File: config.mk
export PLATFORM = sky130hd
export DESIGN_NAME = cfs_flags_stack
export DESIGN_NICKNAME = d
export VERILOG_FILES = /design/src/hdl/cfs_pkg.sv /design/src/hdl/cfs_flags_stack.sv
export SDC_FILE = /design/constraint.sdc
export NUM_CORES = 1
export LEC_CHECK = 0
export BUFFER_PORTS_ARGS = -buffer_cell sky130_fd_sc_hd__buf_4
export CORE_MARGIN = 10
export CORE_UTILIZATION = 45
export CTS_BUF_LIST = sky130_fd_sc_hd__clkbuf_4 sky130_fd_sc_hd__clkbuf_8
export DETAILED_ROUTE_END_ITERATION = 8
export GPL_ROUTABILITY_DRIVEN = 0
export PLACE_DENSITY_LB_ADDON = 0.05
export SLEW_MARGIN = 20
export SYNTH_ARGS = -nofsm -noshare
export SYNTH_HDL_FRONTEND = slang
export SYNTH_SLANG_ARGS = --single-unit
File: constraint.sdc
create_clock -name clk_in -period 3.12 [get_ports clk_in]
set_clock_uncertainty 0.15 [all_clocks]
set_input_delay 0.936 -clock clk_in [delete_from_list [all_inputs] [get_ports clk_in]]
set_output_delay 0.936 -clock clk_in [all_outputs]
set_load 0.05 [all_outputs]
File: src/hdl/cfs_pkg.sv
// Purpose: Constants for the CPU condition flags and stack pointer block.
// Assumes: One clock, asynchronous active-low reset, plain register port.
// Notes:   Register port offsets are word indexes on the plain port.
//
// Overview of operation
// (RULE1) Add and add-with-carry set half carry at bit 4 from bit-3 carry.
// (RULE2) Negative flag bit 2 copies result bit 7 after every data operation.
// (RULE3) Zero flag bit 1 is set when the result is zero, else cleared.
// (RULE4) Carry flag bit 0 follows arithmetic overflow or underflow.
// (RULE5) Carry is set, reset, and updated by bit-test, shift and rotate.
// (RULE6) Branch conditions test each flag in both polarities.
// (RULE7) Priority bits sit at bit 5 (high) and bit 3 (low).
// (RULE8) Pair 10 is level 0, 01 level 1, 00 level 2, 11 disabled.
// (RULE9) Interrupt entry loads both priority bits from the interrupt's field.
// (RULE10) Enable, disable, return, halt, wait and pop also change priority bits.
// (RULE11) The whole 8-bit condition register is pushed and popped.
// (RULE12) Pointer addresses next free byte; decrement after push, increment before pop.
// (RULE13) Upper pointer byte is forced; only the low byte varies.
// (RULE14) Reset or reset-stack instruction sets the low pointer byte to all ones.
// (RULE15) The low pointer byte is readable and writable by a load instruction.
// (RULE16) Pointer wraps silently at both stack limits.
// (RULE17) Interrupt entry stores program counter low first, at the pointer.
// (RULE18) A call uses two stack bytes, an interrupt five.
// (RULE19) The second index register is never part of interrupt context.
// (RULE20) Context order: pc low, pc high, index, accumulator, flags; popped in reverse.
// (RULE21) Flag bits 7 and 6 read as one and ignore writes.
package cfs_pkg;
    localparam int unsigned BIT_CARRY    = 0;
    localparam int unsigned BIT_ZERO     = 1;
    localparam int unsigned BIT_NEG      = 2;
    localparam int unsigned BIT_PRIO_LO  = 3;
    localparam int unsigned BIT_HALF     = 4;
    localparam int unsigned BIT_PRIO_HI  = 5;
    localparam logic [7:0]  FLAGS_FIXED  = 8'hc0;
    localparam logic [7:0]  FLAGS_RESET  = 8'he8;
    localparam logic [7:0]  STACK_HIGH   = 8'h01;
    localparam logic [7:0]  STACK_TOP    = 8'hff;
    localparam logic [1:0]  PRIO_MAIN    = 2'h2;
    localparam logic [1:0]  PRIO_LVL1    = 2'h1;
    localparam logic [1:0]  PRIO_LVL2    = 2'h0;
    localparam logic [1:0]  PRIO_OFF     = 2'h3;
    localparam logic [2:0]  CTX_BYTES    = 3'h5;
    localparam logic [2:0]  CALL_BYTES   = 3'h2;
    localparam logic [1:0]  ADDR_FLAGS   = 2'h0;
    localparam logic [1:0]  ADDR_SP_LO   = 2'h1;
    localparam logic [1:0]  ADDR_SP_HI   = 2'h2;
    localparam logic [1:0]  ADDR_PRIO    = 2'h3;

    // Flag operations requested by the decoder.
    typedef enum logic [3:0] {
        CFS_OP_NONE  = 4'h0,
        CFS_OP_ADD   = 4'h1,
        CFS_OP_ARITH = 4'h2,
        CFS_OP_LOGIC = 4'h3,
        CFS_OP_SHIFT = 4'h4,
        CFS_OP_BTEST = 4'h5,
        CFS_OP_SETC  = 4'h6,
        CFS_OP_CLRC  = 4'h7,
        CFS_OP_IEN   = 4'h8,
        CFS_OP_IDIS  = 4'h9,
        CFS_OP_HALT  = 4'ha,
        CFS_OP_LOAD  = 4'hb
    } cfs_op_e;

    // Branch conditions.
    typedef enum logic [2:0] {
        CFS_BR_HALF   = 3'h0,
        CFS_BR_NOHALF = 3'h1,
        CFS_BR_MINUS  = 3'h2,
        CFS_BR_PLUS   = 3'h3,
        CFS_BR_EQ     = 3'h4,
        CFS_BR_NE     = 3'h5,
        CFS_BR_CARRY  = 3'h6,
        CFS_BR_NOCARRY = 3'h7
    } cfs_br_e;

    // Stack sequencer states.
    typedef enum logic [2:0] {
        CFS_ST_IDLE  = 3'h0,
        CFS_ST_PUSH  = 3'h1,
        CFS_ST_POP   = 3'h2
    } cfs_st_e;

    // Stack request kinds.
    typedef enum logic [2:0] {
        CFS_SK_NONE  = 3'h0,
        CFS_SK_IRQ   = 3'h1,
        CFS_SK_IEXIT = 3'h2,
        CFS_SK_CALL  = 3'h3,
        CFS_SK_RET   = 3'h4,
        CFS_SK_PUSHF = 3'h5,
        CFS_SK_POPF  = 3'h6
    } cfs_sk_e;
endpackage : cfs_pkg

File: src/hdl/cfs_flags_stack.sv
// Purpose: Condition flags register and wrapping stack pointer with a
//          context sequencer that walks interrupt and call frames.
// Assumes: One clock; the memory write/read happens in the cycle the
//          sequencer asserts mem_we_out or mem_re_out; read data returns
//          one cycle later on mem_rdata_in.
// Notes:   One stack byte is moved per cycle; requests while busy are ignored.
//
// Local design decisions: the register addresses and strobed register access.
module cfs_flags_stack (
    input  wire logic        clk_in,
    input  wire logic        resetn_in,
    // Decoder and ALU side.
    input  wire logic [3:0]  op_in,
    input  wire logic [7:0]  result_in,
    input  wire logic        carry_in,
    input  wire logic        half_in,
    input  wire logic [2:0]  branch_cond_in,
    output logic             branch_take_out,
    // Stack requests.
    input  wire logic [2:0]  stack_req_in,
    input  wire logic [1:0]  irq_prio_in,
    input  wire logic        reset_stack_in,
    input  wire logic [7:0]  pc_low_in,
    input  wire logic [7:0]  pc_high_in,
    input  wire logic [7:0]  index_in,
    input  wire logic [7:0]  accum_in,
    output logic             busy_out,
    output logic             done_out,
    output logic [7:0]       pc_low_out,
    output logic [7:0]       pc_high_out,
    output logic [7:0]       index_out,
    output logic [7:0]       accum_out,
    // Stack memory port.
    output logic [15:0]      mem_addr_out,
    output logic [7:0]       mem_wdata_out,
    output logic             mem_we_out,
    output logic             mem_re_out,
    input  wire logic [7:0]  mem_rdata_in,
    // Register port.
    input  wire logic [1:0]  reg_addr_in,
    input  wire logic [7:0]  reg_wdata_in,
    input  wire logic        reg_wr_in,
    input  wire logic        reg_rd_in,
    output logic [7:0]       reg_rdata_out,
    // Current state.
    output logic [7:0]       flags_out,
    output logic [15:0]      stack_pointer_out
);
    logic [7:0]  flags_q;
    logic [7:0]  sp_lo_q;
    logic [1:0]  prio_q;
    cfs_pkg::cfs_st_e st_q;
    cfs_pkg::cfs_sk_e kind_q;
    logic [2:0]  cnt_q;
    logic [2:0]  len_q;
    logic        rd_pend_q;
    logic [2:0]  rd_idx_q;
    logic [7:0]  ctx_q [5];
    logic [7:0]  flags_w;
    logic [7:0]  push_byte;
    logic [2:0]  sk_len;
    logic        start_push;
    logic        start_pop;
    logic        pop_flags_now;

    // Bits 7 and 6 are constants so software cannot disturb them.
    assign flags_w           = flags_q | cfs_pkg::FLAGS_FIXED; // RULE21
    assign flags_out         = flags_w;
    assign stack_pointer_out = {cfs_pkg::STACK_HIGH, sp_lo_q}; // RULE13
    assign busy_out          = (st_q != cfs_pkg::CFS_ST_IDLE) || rd_pend_q;

    // Branch decision from the stored flags, both polarities per flag.
    always_comb begin
        unique case (cfs_pkg::cfs_br_e'(branch_cond_in)) // RULE6
            cfs_pkg::CFS_BR_HALF:    branch_take_out = flags_q[cfs_pkg::BIT_HALF];
            cfs_pkg::CFS_BR_NOHALF:  branch_take_out = !flags_q[cfs_pkg::BIT_HALF];
            cfs_pkg::CFS_BR_MINUS:   branch_take_out = flags_q[cfs_pkg::BIT_NEG];
            cfs_pkg::CFS_BR_PLUS:    branch_take_out = !flags_q[cfs_pkg::BIT_NEG];
            cfs_pkg::CFS_BR_EQ:      branch_take_out = flags_q[cfs_pkg::BIT_ZERO];
            cfs_pkg::CFS_BR_NE:      branch_take_out = !flags_q[cfs_pkg::BIT_ZERO];
            cfs_pkg::CFS_BR_CARRY:   branch_take_out = flags_q[cfs_pkg::BIT_CARRY];
            cfs_pkg::CFS_BR_NOCARRY: branch_take_out = !flags_q[cfs_pkg::BIT_CARRY];
        endcase
    end

    // Frame length per request kind.
    always_comb begin
        unique case (cfs_pkg::cfs_sk_e'(stack_req_in))
            cfs_pkg::CFS_SK_IRQ, cfs_pkg::CFS_SK_IEXIT: sk_len = cfs_pkg::CTX_BYTES; // RULE18
            cfs_pkg::CFS_SK_CALL, cfs_pkg::CFS_SK_RET: sk_len = cfs_pkg::CALL_BYTES; // RULE18
            cfs_pkg::CFS_SK_PUSHF, cfs_pkg::CFS_SK_POPF: sk_len = 3'h1;
            default: sk_len = 3'h0;
        endcase
    end

    assign start_push = !busy_out && (stack_req_in == cfs_pkg::CFS_SK_IRQ
                      || stack_req_in == cfs_pkg::CFS_SK_CALL
                      || stack_req_in == cfs_pkg::CFS_SK_PUSHF);
    assign start_pop  = !busy_out && (stack_req_in == cfs_pkg::CFS_SK_IEXIT
                      || stack_req_in == cfs_pkg::CFS_SK_RET
                      || stack_req_in == cfs_pkg::CFS_SK_POPF);

    // Byte to push: pc low first, then pc high, index, accumulator, flags.
    // The second index register has no input here and is never saved.
    always_comb begin
        if (kind_q == cfs_pkg::CFS_SK_PUSHF) begin
            push_byte = flags_w; // RULE11
        end else begin
            push_byte = ctx_q[cnt_q]; // RULE20 RULE19
        end
    end

    // Memory strobes; push writes at the pointer, pop reads at pointer plus one.
    always_comb begin
        mem_we_out    = (st_q == cfs_pkg::CFS_ST_PUSH);
        mem_re_out    = (st_q == cfs_pkg::CFS_ST_POP);
        mem_wdata_out = push_byte;
        if (st_q == cfs_pkg::CFS_ST_POP) begin
            mem_addr_out = {cfs_pkg::STACK_HIGH, sp_lo_q + 8'h01}; // RULE12
        end else begin
            mem_addr_out = {cfs_pkg::STACK_HIGH, sp_lo_q}; // RULE17
        end
    end

    // Sequencer state and frame counter.
    always_ff @(posedge clk_in or negedge resetn_in) begin
        if (!resetn_in) begin
            st_q   <= cfs_pkg::CFS_ST_IDLE;
            kind_q <= cfs_pkg::CFS_SK_NONE;
            cnt_q  <= 3'h0;
            len_q  <= 3'h0;
        end else begin
            unique case (st_q)
                cfs_pkg::CFS_ST_IDLE: begin
                    cnt_q <= 3'h0;
                    if (start_push || start_pop) begin
                        st_q   <= start_push ? cfs_pkg::CFS_ST_PUSH : cfs_pkg::CFS_ST_POP;
                        kind_q <= cfs_pkg::cfs_sk_e'(stack_req_in);
                        len_q  <= sk_len;
                    end
                end
                cfs_pkg::CFS_ST_PUSH, cfs_pkg::CFS_ST_POP: begin
                    cnt_q <= cnt_q + 3'h1;
                    if (cnt_q + 3'h1 == len_q) begin
                        st_q <= cfs_pkg::CFS_ST_IDLE;
                    end
                end
                default: st_q <= cfs_pkg::CFS_ST_IDLE;
            endcase
        end
    end

    // Snapshot of the context taken when a push frame starts.
    always_ff @(posedge clk_in or negedge resetn_in) begin
        if (!resetn_in) begin
            for (int i = 0; i < 5; i++) begin
                ctx_q[i] <= 8'h00;
            end
        end else if (start_push) begin
            ctx_q[0] <= pc_low_in;
            ctx_q[1] <= pc_high_in;
            ctx_q[2] <= index_in;
            ctx_q[3] <= accum_in;
            ctx_q[4] <= flags_w;
        end
    end

    // Pop data arrives one cycle after the read; slot index counts down so
    // the frame comes back in reverse order of the push.
    always_ff @(posedge clk_in or negedge resetn_in) begin
        if (!resetn_in) begin
            rd_pend_q <= 1'b0;
            rd_idx_q  <= 3'h0;
            done_out  <= 1'b0;
        end else begin
            rd_pend_q <= (st_q == cfs_pkg::CFS_ST_POP);
            rd_idx_q  <= (kind_q == cfs_pkg::CFS_SK_POPF) ? 3'h4
                       : len_q - 3'h1 - cnt_q; // RULE20
            done_out  <= (st_q == cfs_pkg::CFS_ST_PUSH && cnt_q + 3'h1 == len_q)
                       || (rd_pend_q && st_q == cfs_pkg::CFS_ST_IDLE);
        end
    end

    // Restored context outputs.
    always_ff @(posedge clk_in or negedge resetn_in) begin
        if (!resetn_in) begin
            pc_low_out  <= 8'h00;
            pc_high_out <= 8'h00;
            index_out   <= 8'h00;
            accum_out   <= 8'h00;
        end else if (rd_pend_q) begin
            unique case (rd_idx_q)
                3'h0: pc_low_out  <= mem_rdata_in;
                3'h1: pc_high_out <= mem_rdata_in;
                3'h2: index_out   <= mem_rdata_in;
                3'h3: accum_out   <= mem_rdata_in;
                default: ;
            endcase
        end
    end

    assign pop_flags_now = rd_pend_q && rd_idx_q == 3'h4;

    // Stack pointer low byte; upper byte is fixed, so plain 8-bit
    // arithmetic gives the silent wrap at both limits.
    always_ff @(posedge clk_in or negedge resetn_in) begin
        if (!resetn_in) begin
            sp_lo_q <= cfs_pkg::STACK_TOP; // RULE14
        end else if (reset_stack_in) begin
            sp_lo_q <= cfs_pkg::STACK_TOP; // RULE14
        end else if (st_q == cfs_pkg::CFS_ST_PUSH) begin
            sp_lo_q <= sp_lo_q - 8'h01; // RULE12 RULE16
        end else if (st_q == cfs_pkg::CFS_ST_POP) begin
            sp_lo_q <= sp_lo_q + 8'h01; // RULE12 RULE16
        end else if (reg_wr_in && reg_addr_in == cfs_pkg::ADDR_SP_LO) begin
            sp_lo_q <= reg_wdata_in; // RULE15
        end
    end

    // Condition flags: pop, then register write, then interrupt entry, then decoder operations.
    always_ff @(posedge clk_in or negedge resetn_in) begin
        if (!resetn_in) begin
            flags_q <= cfs_pkg::FLAGS_RESET;
        end else if (pop_flags_now) begin
            flags_q <= mem_rdata_in | cfs_pkg::FLAGS_FIXED; // RULE11 RULE10
        end else if (reg_wr_in && reg_addr_in == cfs_pkg::ADDR_FLAGS) begin
            flags_q <= reg_wdata_in | cfs_pkg::FLAGS_FIXED; // RULE21
        end else if (start_push && stack_req_in == cfs_pkg::CFS_SK_IRQ) begin
            flags_q[cfs_pkg::BIT_PRIO_HI] <= irq_prio_in[1]; // RULE9 RULE7
            flags_q[cfs_pkg::BIT_PRIO_LO] <= irq_prio_in[0]; // RULE9 RULE7
        end else begin
            unique case (cfs_pkg::cfs_op_e'(op_in))
                cfs_pkg::CFS_OP_ADD: begin
                    flags_q[cfs_pkg::BIT_HALF]  <= half_in; // RULE1
                    flags_q[cfs_pkg::BIT_NEG]   <= result_in[7]; // RULE2
                    flags_q[cfs_pkg::BIT_ZERO]  <= result_in == 8'h00; // RULE3
                    flags_q[cfs_pkg::BIT_CARRY] <= carry_in; // RULE4
                end
                cfs_pkg::CFS_OP_ARITH, cfs_pkg::CFS_OP_SHIFT: begin
                    flags_q[cfs_pkg::BIT_NEG]   <= result_in[7]; // RULE2
                    flags_q[cfs_pkg::BIT_ZERO]  <= result_in == 8'h00; // RULE3
                    flags_q[cfs_pkg::BIT_CARRY] <= carry_in; // RULE4 RULE5
                end
                cfs_pkg::CFS_OP_LOGIC, cfs_pkg::CFS_OP_LOAD: begin
                    flags_q[cfs_pkg::BIT_NEG]   <= result_in[7]; // RULE2
                    flags_q[cfs_pkg::BIT_ZERO]  <= result_in == 8'h00; // RULE3
                end
                cfs_pkg::CFS_OP_BTEST: flags_q[cfs_pkg::BIT_CARRY] <= carry_in; // RULE5
                cfs_pkg::CFS_OP_SETC:  flags_q[cfs_pkg::BIT_CARRY] <= 1'b1; // RULE5
                cfs_pkg::CFS_OP_CLRC:  flags_q[cfs_pkg::BIT_CARRY] <= 1'b0; // RULE5
                cfs_pkg::CFS_OP_IEN, cfs_pkg::CFS_OP_HALT: begin
                    flags_q[cfs_pkg::BIT_PRIO_HI] <= cfs_pkg::PRIO_MAIN[1]; // RULE10 RULE8
                    flags_q[cfs_pkg::BIT_PRIO_LO] <= cfs_pkg::PRIO_MAIN[0]; // RULE10 RULE8
                end
                cfs_pkg::CFS_OP_IDIS: begin
                    flags_q[cfs_pkg::BIT_PRIO_HI] <= cfs_pkg::PRIO_OFF[1]; // RULE10 RULE8
                    flags_q[cfs_pkg::BIT_PRIO_LO] <= cfs_pkg::PRIO_OFF[0]; // RULE10 RULE8
                end
                default: ;
            endcase
        end
    end

    // Read data one cycle after the read strobe; cycles without a read strobe give zero.
    always_ff @(posedge clk_in or negedge resetn_in) begin
        if (!resetn_in) begin
            reg_rdata_out <= 8'h00;
        end else if (reg_rd_in) begin
            unique case (reg_addr_in)
                cfs_pkg::ADDR_FLAGS: reg_rdata_out <= flags_w;
                cfs_pkg::ADDR_SP_LO: reg_rdata_out <= sp_lo_q; // RULE15
                cfs_pkg::ADDR_SP_HI: reg_rdata_out <= cfs_pkg::STACK_HIGH;
                cfs_pkg::ADDR_PRIO:  reg_rdata_out <= {6'h00,
                    flags_q[cfs_pkg::BIT_PRIO_HI], flags_q[cfs_pkg::BIT_PRIO_LO]};
            endcase
        end else begin
            reg_rdata_out <= 8'h00;
        end
    end
endmodule : cfs_flags_stack

Word-level counts from Yosys, hierarchy flattened
Index checks and enable logic that the tools add are counted.
W data, S select, Z words.
- $lt $le $gt $ge: 1
- equality and inequality tests: 39
- muxes and demuxes: 30
- reduce and logical (&&, ||, !) cells: 50
- bitwise gates (word level): 1
- add/subtract/negate cells: 5
- operator list (cell ; count):
    $mux W8 ; 9
    $pmux W8 S4 ; 1
    $eq A3 B3 Y1 const B ; 10
    $bmux W8 S3 ; 1
    $eq A3 B2 Y1 const B ; 7
    $reduce_and A2 Y1 ; 9
    $eq A4 B3 Y1 const B ; 4
    $eq A4 B4 Y1 const B ; 4
    $eq A3 B1 Y1 const B ; 4
    $mux W3 ; 4
    $mux W6 ; 2
    $pmux W3 S2 ; 2
    $reduce_bool A5 Y1 ; 2
    $reduce_or A2 Y1 ; 5
    $logic_not A3 Y1 ; 3
    $pmux W3 S3 ; 1
    $reduce_bool A3 Y1 ; 3
    $add A8 B1 Y8 const B ; 1
    $eq A4 B2 Y1 const B ; 2
    $logic_and A1 B1 Y1 ; 8
    $logic_not A8 Y1 ; 1
    $pmux W1 S8 ; 1
    $reduce_bool A4 Y1 ; 2
    $sub A8 B1 Y8 const B ; 1
    22 further kinds ; 39
- flip-flop bits (word level): 110
- output and inout bits: 93
- logic and storage cells: 149
- bits of input ports: 77

Longest topological paths before layout
- word-level depth: 8
- gate-level depth with buffers: 9
- gate-level depth less buffers: 8

Least setup slack after synthesis
OpenSTA, ideal clock, no wires.
- kind: flip-flop to output port
- from: register cnt_q[1]
- to: output port mem_wdata_out[0]
- path buffers: 1
- path slack: -0.344 ns
- arrival time: 2.378 ns
- required time: 2.034 ns
- cell stages (with the launch flop): 5
- path through: dfrtp_1 -> clkbuf_1 -> nor3_1 -> a22oi_1 -> o21ai_0
- cells in the longest elaborated chain, start to end: 5
- RTL lines (what ; RTL line ; RTL):
    start: declaration ; cfs_flags_stack.sv:54 ; logic [2:0] cnt_q;
    start signal: assignment ; cfs_flags_stack.sv:143 ; cnt_q <= cnt_q + 3'h1;
    $not A3 Y4 (implied by the code) ; cfs_flags_stack.sv:109 ; push_byte = ctx_q[cnt_q];
    $bmux W8 S3 ; cfs_flags_stack.sv:109 ;
    $mux W8 (implied by the code) (2 in a row) ; cfs_flags_stack.sv:109 ;
    $mux W8 ; cfs_flags_stack.sv:106 ; if (kind_q == cfs_pkg::CFS_SK_PUSHF) begin
    end: declaration ; cfs_flags_stack.sv:35 ; output logic [7:0] mem_wdata_out,
No other way between the ends. The select of a mux whose other input is x is not followed.

Worst setup path in the final report
- from: register sp_lo_q[1]
- to: output port mem_addr_out[4]
- cells in the longest elaborated chain, start to end: 2
- RTL lines (what ; RTL line ; RTL):
    start: declaration ; cfs_flags_stack.sv:50 ; logic [7:0] sp_lo_q;
    start signal: assignment ; cfs_flags_stack.sv:208 ; sp_lo_q <= cfs_pkg::STACK_TOP;
    start signal: assignment ; cfs_flags_stack.sv:210 ; sp_lo_q <= cfs_pkg::STACK_TOP;
    start signal: assignment ; cfs_flags_stack.sv:212 ; sp_lo_q <= sp_lo_q - 8'h01;
    $add A8 B1 Y8 ; cfs_flags_stack.sv:119 ; mem_addr_out = {cfs_pkg::STACK_HIGH, sp_lo_q + 8'h01};
    $mux W8 ; cfs_flags_stack.sv:118 ; if (st_q == cfs_pkg::CFS_ST_POP) begin
    end: declaration ; cfs_flags_stack.sv:34 ; output logic [15:0] mem_addr_out,
No other way between the ends.

==> run summary <==
Run status = finished, final reports clean
R2r setup slk = 0.59 ns
Slew headroom = 0.407
Critical path required time = 2.03 ns
Switch share = 0.494
Later-pin clock latency in the skew report = 0.39 ns
Clock power frac = 0.095
Layout overhead on the synthesized area = 30.2%
Mux contribution to synthesized area = 0.192
Post-synth EDFFs = 0
Final nets = 767
Setup_tns = 0 ns
Number of port buffers = 151
Largest cells by area after synthesis = dfrtp_1 (43%), mux2_2 (14%), dfstp_2 (4.6%)
PnR worst setup slack = 0.0872 ns
H-Tree Depth = 3
Critical path class = flip-flop to output port
Routed len/inst = 18.5 µm
Top routing layer in use = met4
Hold path cells = 1
Core area = 0.0125 mm²
Antenna-violating nets left = 0
Synth Cell Area = 0.00570 mm²
Detail Placement HPWL = 12200 µm
WP data arrival = 1.95 ns
CTS buffer count = 9
Slew @ Worst Pin = 0.886 ns
Met3 wire length = 1190 µm
Io pins = 170
Synth top area share = 0.435
Crit path max fanout = 7
Final setup fails = 0
Hold Crit Class = flip-flop to flip-flop
Main synth FF type = dfrtp_1
M1 WL = 6870 µm
Overall Global Routing Usage = 0.179
Router iterations before antenna repair = 5
Post-synthesis cell type count = 64
CTS tree = done
Complex-gate fraction of the synthesized area = 0.120
Worst-case clock buffer depth = 2
Mapped Avg Cell Area = 11.1 µm²
Switching pwr = 4.75 mW
DR vias/cell = 5.33
FMAX = 0.330 GHz
Met2 wire len = 7580 µm
Largest net degree at the start of global routing = 53
Die width = 133 µm
First-pass GRT wire length = 25600 µm
Period utilization = 0.972
CP startpoint kind = flip-flop
Synth Register Bits = 109
Ys Warns = 0
PwrDens = 1290 mW/mm²
Pwr Total = 9.61 mW
RSZ-0062 raised after global routing = true
Post-synthesis adder-cell area fraction = 0.0211
Hold Path Sink = ctx_q[6]$_DFFE_PN0P_
Sequential power share = 0.275
Critical R2R Capture = flags_q[1]$_DFFE_PN0P_
Site Rows = 41
Util after Layout = 0.593
Clk sinks = 109
CTS root buf = clkbuf_8
Fin crit period = 3.03 ns
Share of cells above drive strength 1 = 0.455
Hold Startpoint = ctx_q[6]$_DFFE_PN0P_
XOR/XNOR share of the synthesized area = 0.0215
Most common cell in the synthesized netlist = dfrtp_1
Critical R2R Launch = st_q[0]$_DFFE_PN0P_
DRC errors left = 0
Starting Density = 0.455
Hold Vio Cnt, Final = 0
Post-synthesis sequential area ratio = 0.481
P_leak = 3.43 nW
Clock transition at the registers of the reported paths = 0.10 ns
Dpl ws = 0.112 ns
Mapped Cells = 514
DIE HEIGHT = 133 µm
Commonest cells in the netlist = dfrtp_1 (99), mux2_2 (72), nand2_1 (47)
Fraction of registers with async set/reset = 1.00
Die footprint = 0.0176 mm²
Vias in the first global route = 4828
Maximum capacitance violations = 0
R2R depth = 8
DR iter-0 viols = 264
Vias post-DR = 4571
Total internal power = 4.86 mW
Largest family of logic cells by synthesized area = multiplexers
Comb pwr share = 0.630
Synth Area in Simple Gates = 0.106
ANT cells = 0
Max-slew violation count = 0
Worst setup EP type = output port
Initial antenna violation count = 0
Drt total wl = 15800 µm
Gr ovfl total = 0
Max VDD drop = 761 µV
Post-synth top area cell = dfrtp_1
==> how the worst max path moves through the flow <==
stage / from / to / slack [ns] / depth (start not counted)
floorplan: st_q[0]$_DFFE_PN0P_ / mem_addr_out[7] / -0.03 / 5
global placement: branch_cond_in[2] / branch_take_out / 0.11 / 4
detailed placement: branch_cond_in[2] / branch_take_out / 0.11 / 4
CTS: sp_lo_q[1]$_DFFE_PN1P_ / mem_addr_out[4] / 0.004 / 5
global route: cnt_q[0]$_DFFE_PN0P_ / mem_wdata_out[0] / -0.008 / 5
finish: sp_lo_q[1]$_DFFE_PN1P_ / mem_addr_out[4] / 0.09 / 5
==> through the flow <==
step	hold slack, ns	area, µm²	instances
after detailed placement	0.304	7090	831
after global routing	0.343	7420	858
after CTS	0.332	7370	855
after global placement	0.306	7090	831
after floorplan	0.285	5840	530
final	0.328	7420	858
==> kinds of logic after synthesis <==
group           after synthesis
simple gates                122
other cells                   2
buf+inv                      62
mux                          89
compound gates              107
flops                       109
fa+ha+maj                     9
xor+xnor                     14
==> cell usage in the layout, fill, tap and decap left out, types with 3 or more instances in the layout <==
cell      instances
xnor2_2           4
nor3b_1           3
ha_1              6
a21oi_1          23
dfrtp_1          97
nor3_1            7
o21ai_1           8
mux4_2            9
buf_6             3
a211oi_1          4
dfstp_2          10
a22oi_1           7
inv_1            18
conb_1           18
nand3_1           9
nor2_1           26
nor4_1            3
nand2b_1          5
mux2i_1           8
xor2_1            4
o21ai_0          24
a31oi_1           3
nand2_1          47
nor2b_1           5
o22ai_1           6
clkbuf_8         11
buf_4           178
mux2_2           72
o31ai_1           5
nand3b_1          3
o211ai_1          3
==> layer usage <==
metal,vias up,global-route usage
li1,2147,-
met1,2235,0.221
met2,172,0.289
met3,17,0.0594
met4,0,0.0617
met5,-,0
==> flip-flops by register name, indices dropped and copies added, names as in the netlist, 6 cells and up <==
register       flops
ctx_q             39
accum_out          8
index_out          8
pc_high_out        8
pc_low_out         8
reg_rdata_out      8
sp_lo_q            8
flags_q            6
==> power groups by stage <==
stage	Combinational [mW]	Sequential, mW	Clock, mW
final	6.05	2.64	0.914
after global routing	6.44	2.74	0.999
after CTS	6.00	2.66	0.941
after detailed placement	5.83	2.74	0
after global placement	5.76	2.71	0
after floorplan	3.25	3.61	0
==> worst max-delay path, cell delays in order (launching register included) <==
cell and delay [ns]:
dfstp_2 0.61, ha_2 0.26, and3_2 0.22, nand2_1 0.10, xnor2_2 0.16, buf_4 0.22
==> area by class of cell <==
cell class,instances,area [µm²]
fillers,1111,5100
inverters,20,75.1
flip-flops and latches,109,2740
multi-input cells,359,2790
repair buffers,182,1390
clock inverters,5,56.3
well taps,172,215
clock buffers,11,151
==> timing repair <==
item,in CTS,in global routing
setup buffers,8,3
hold buffers,0,0
resized for setup,2,9
setup endpoints to repair,11,12
pin swaps,0,0
No activity file was read; power rests on OpenSTA's default activity.
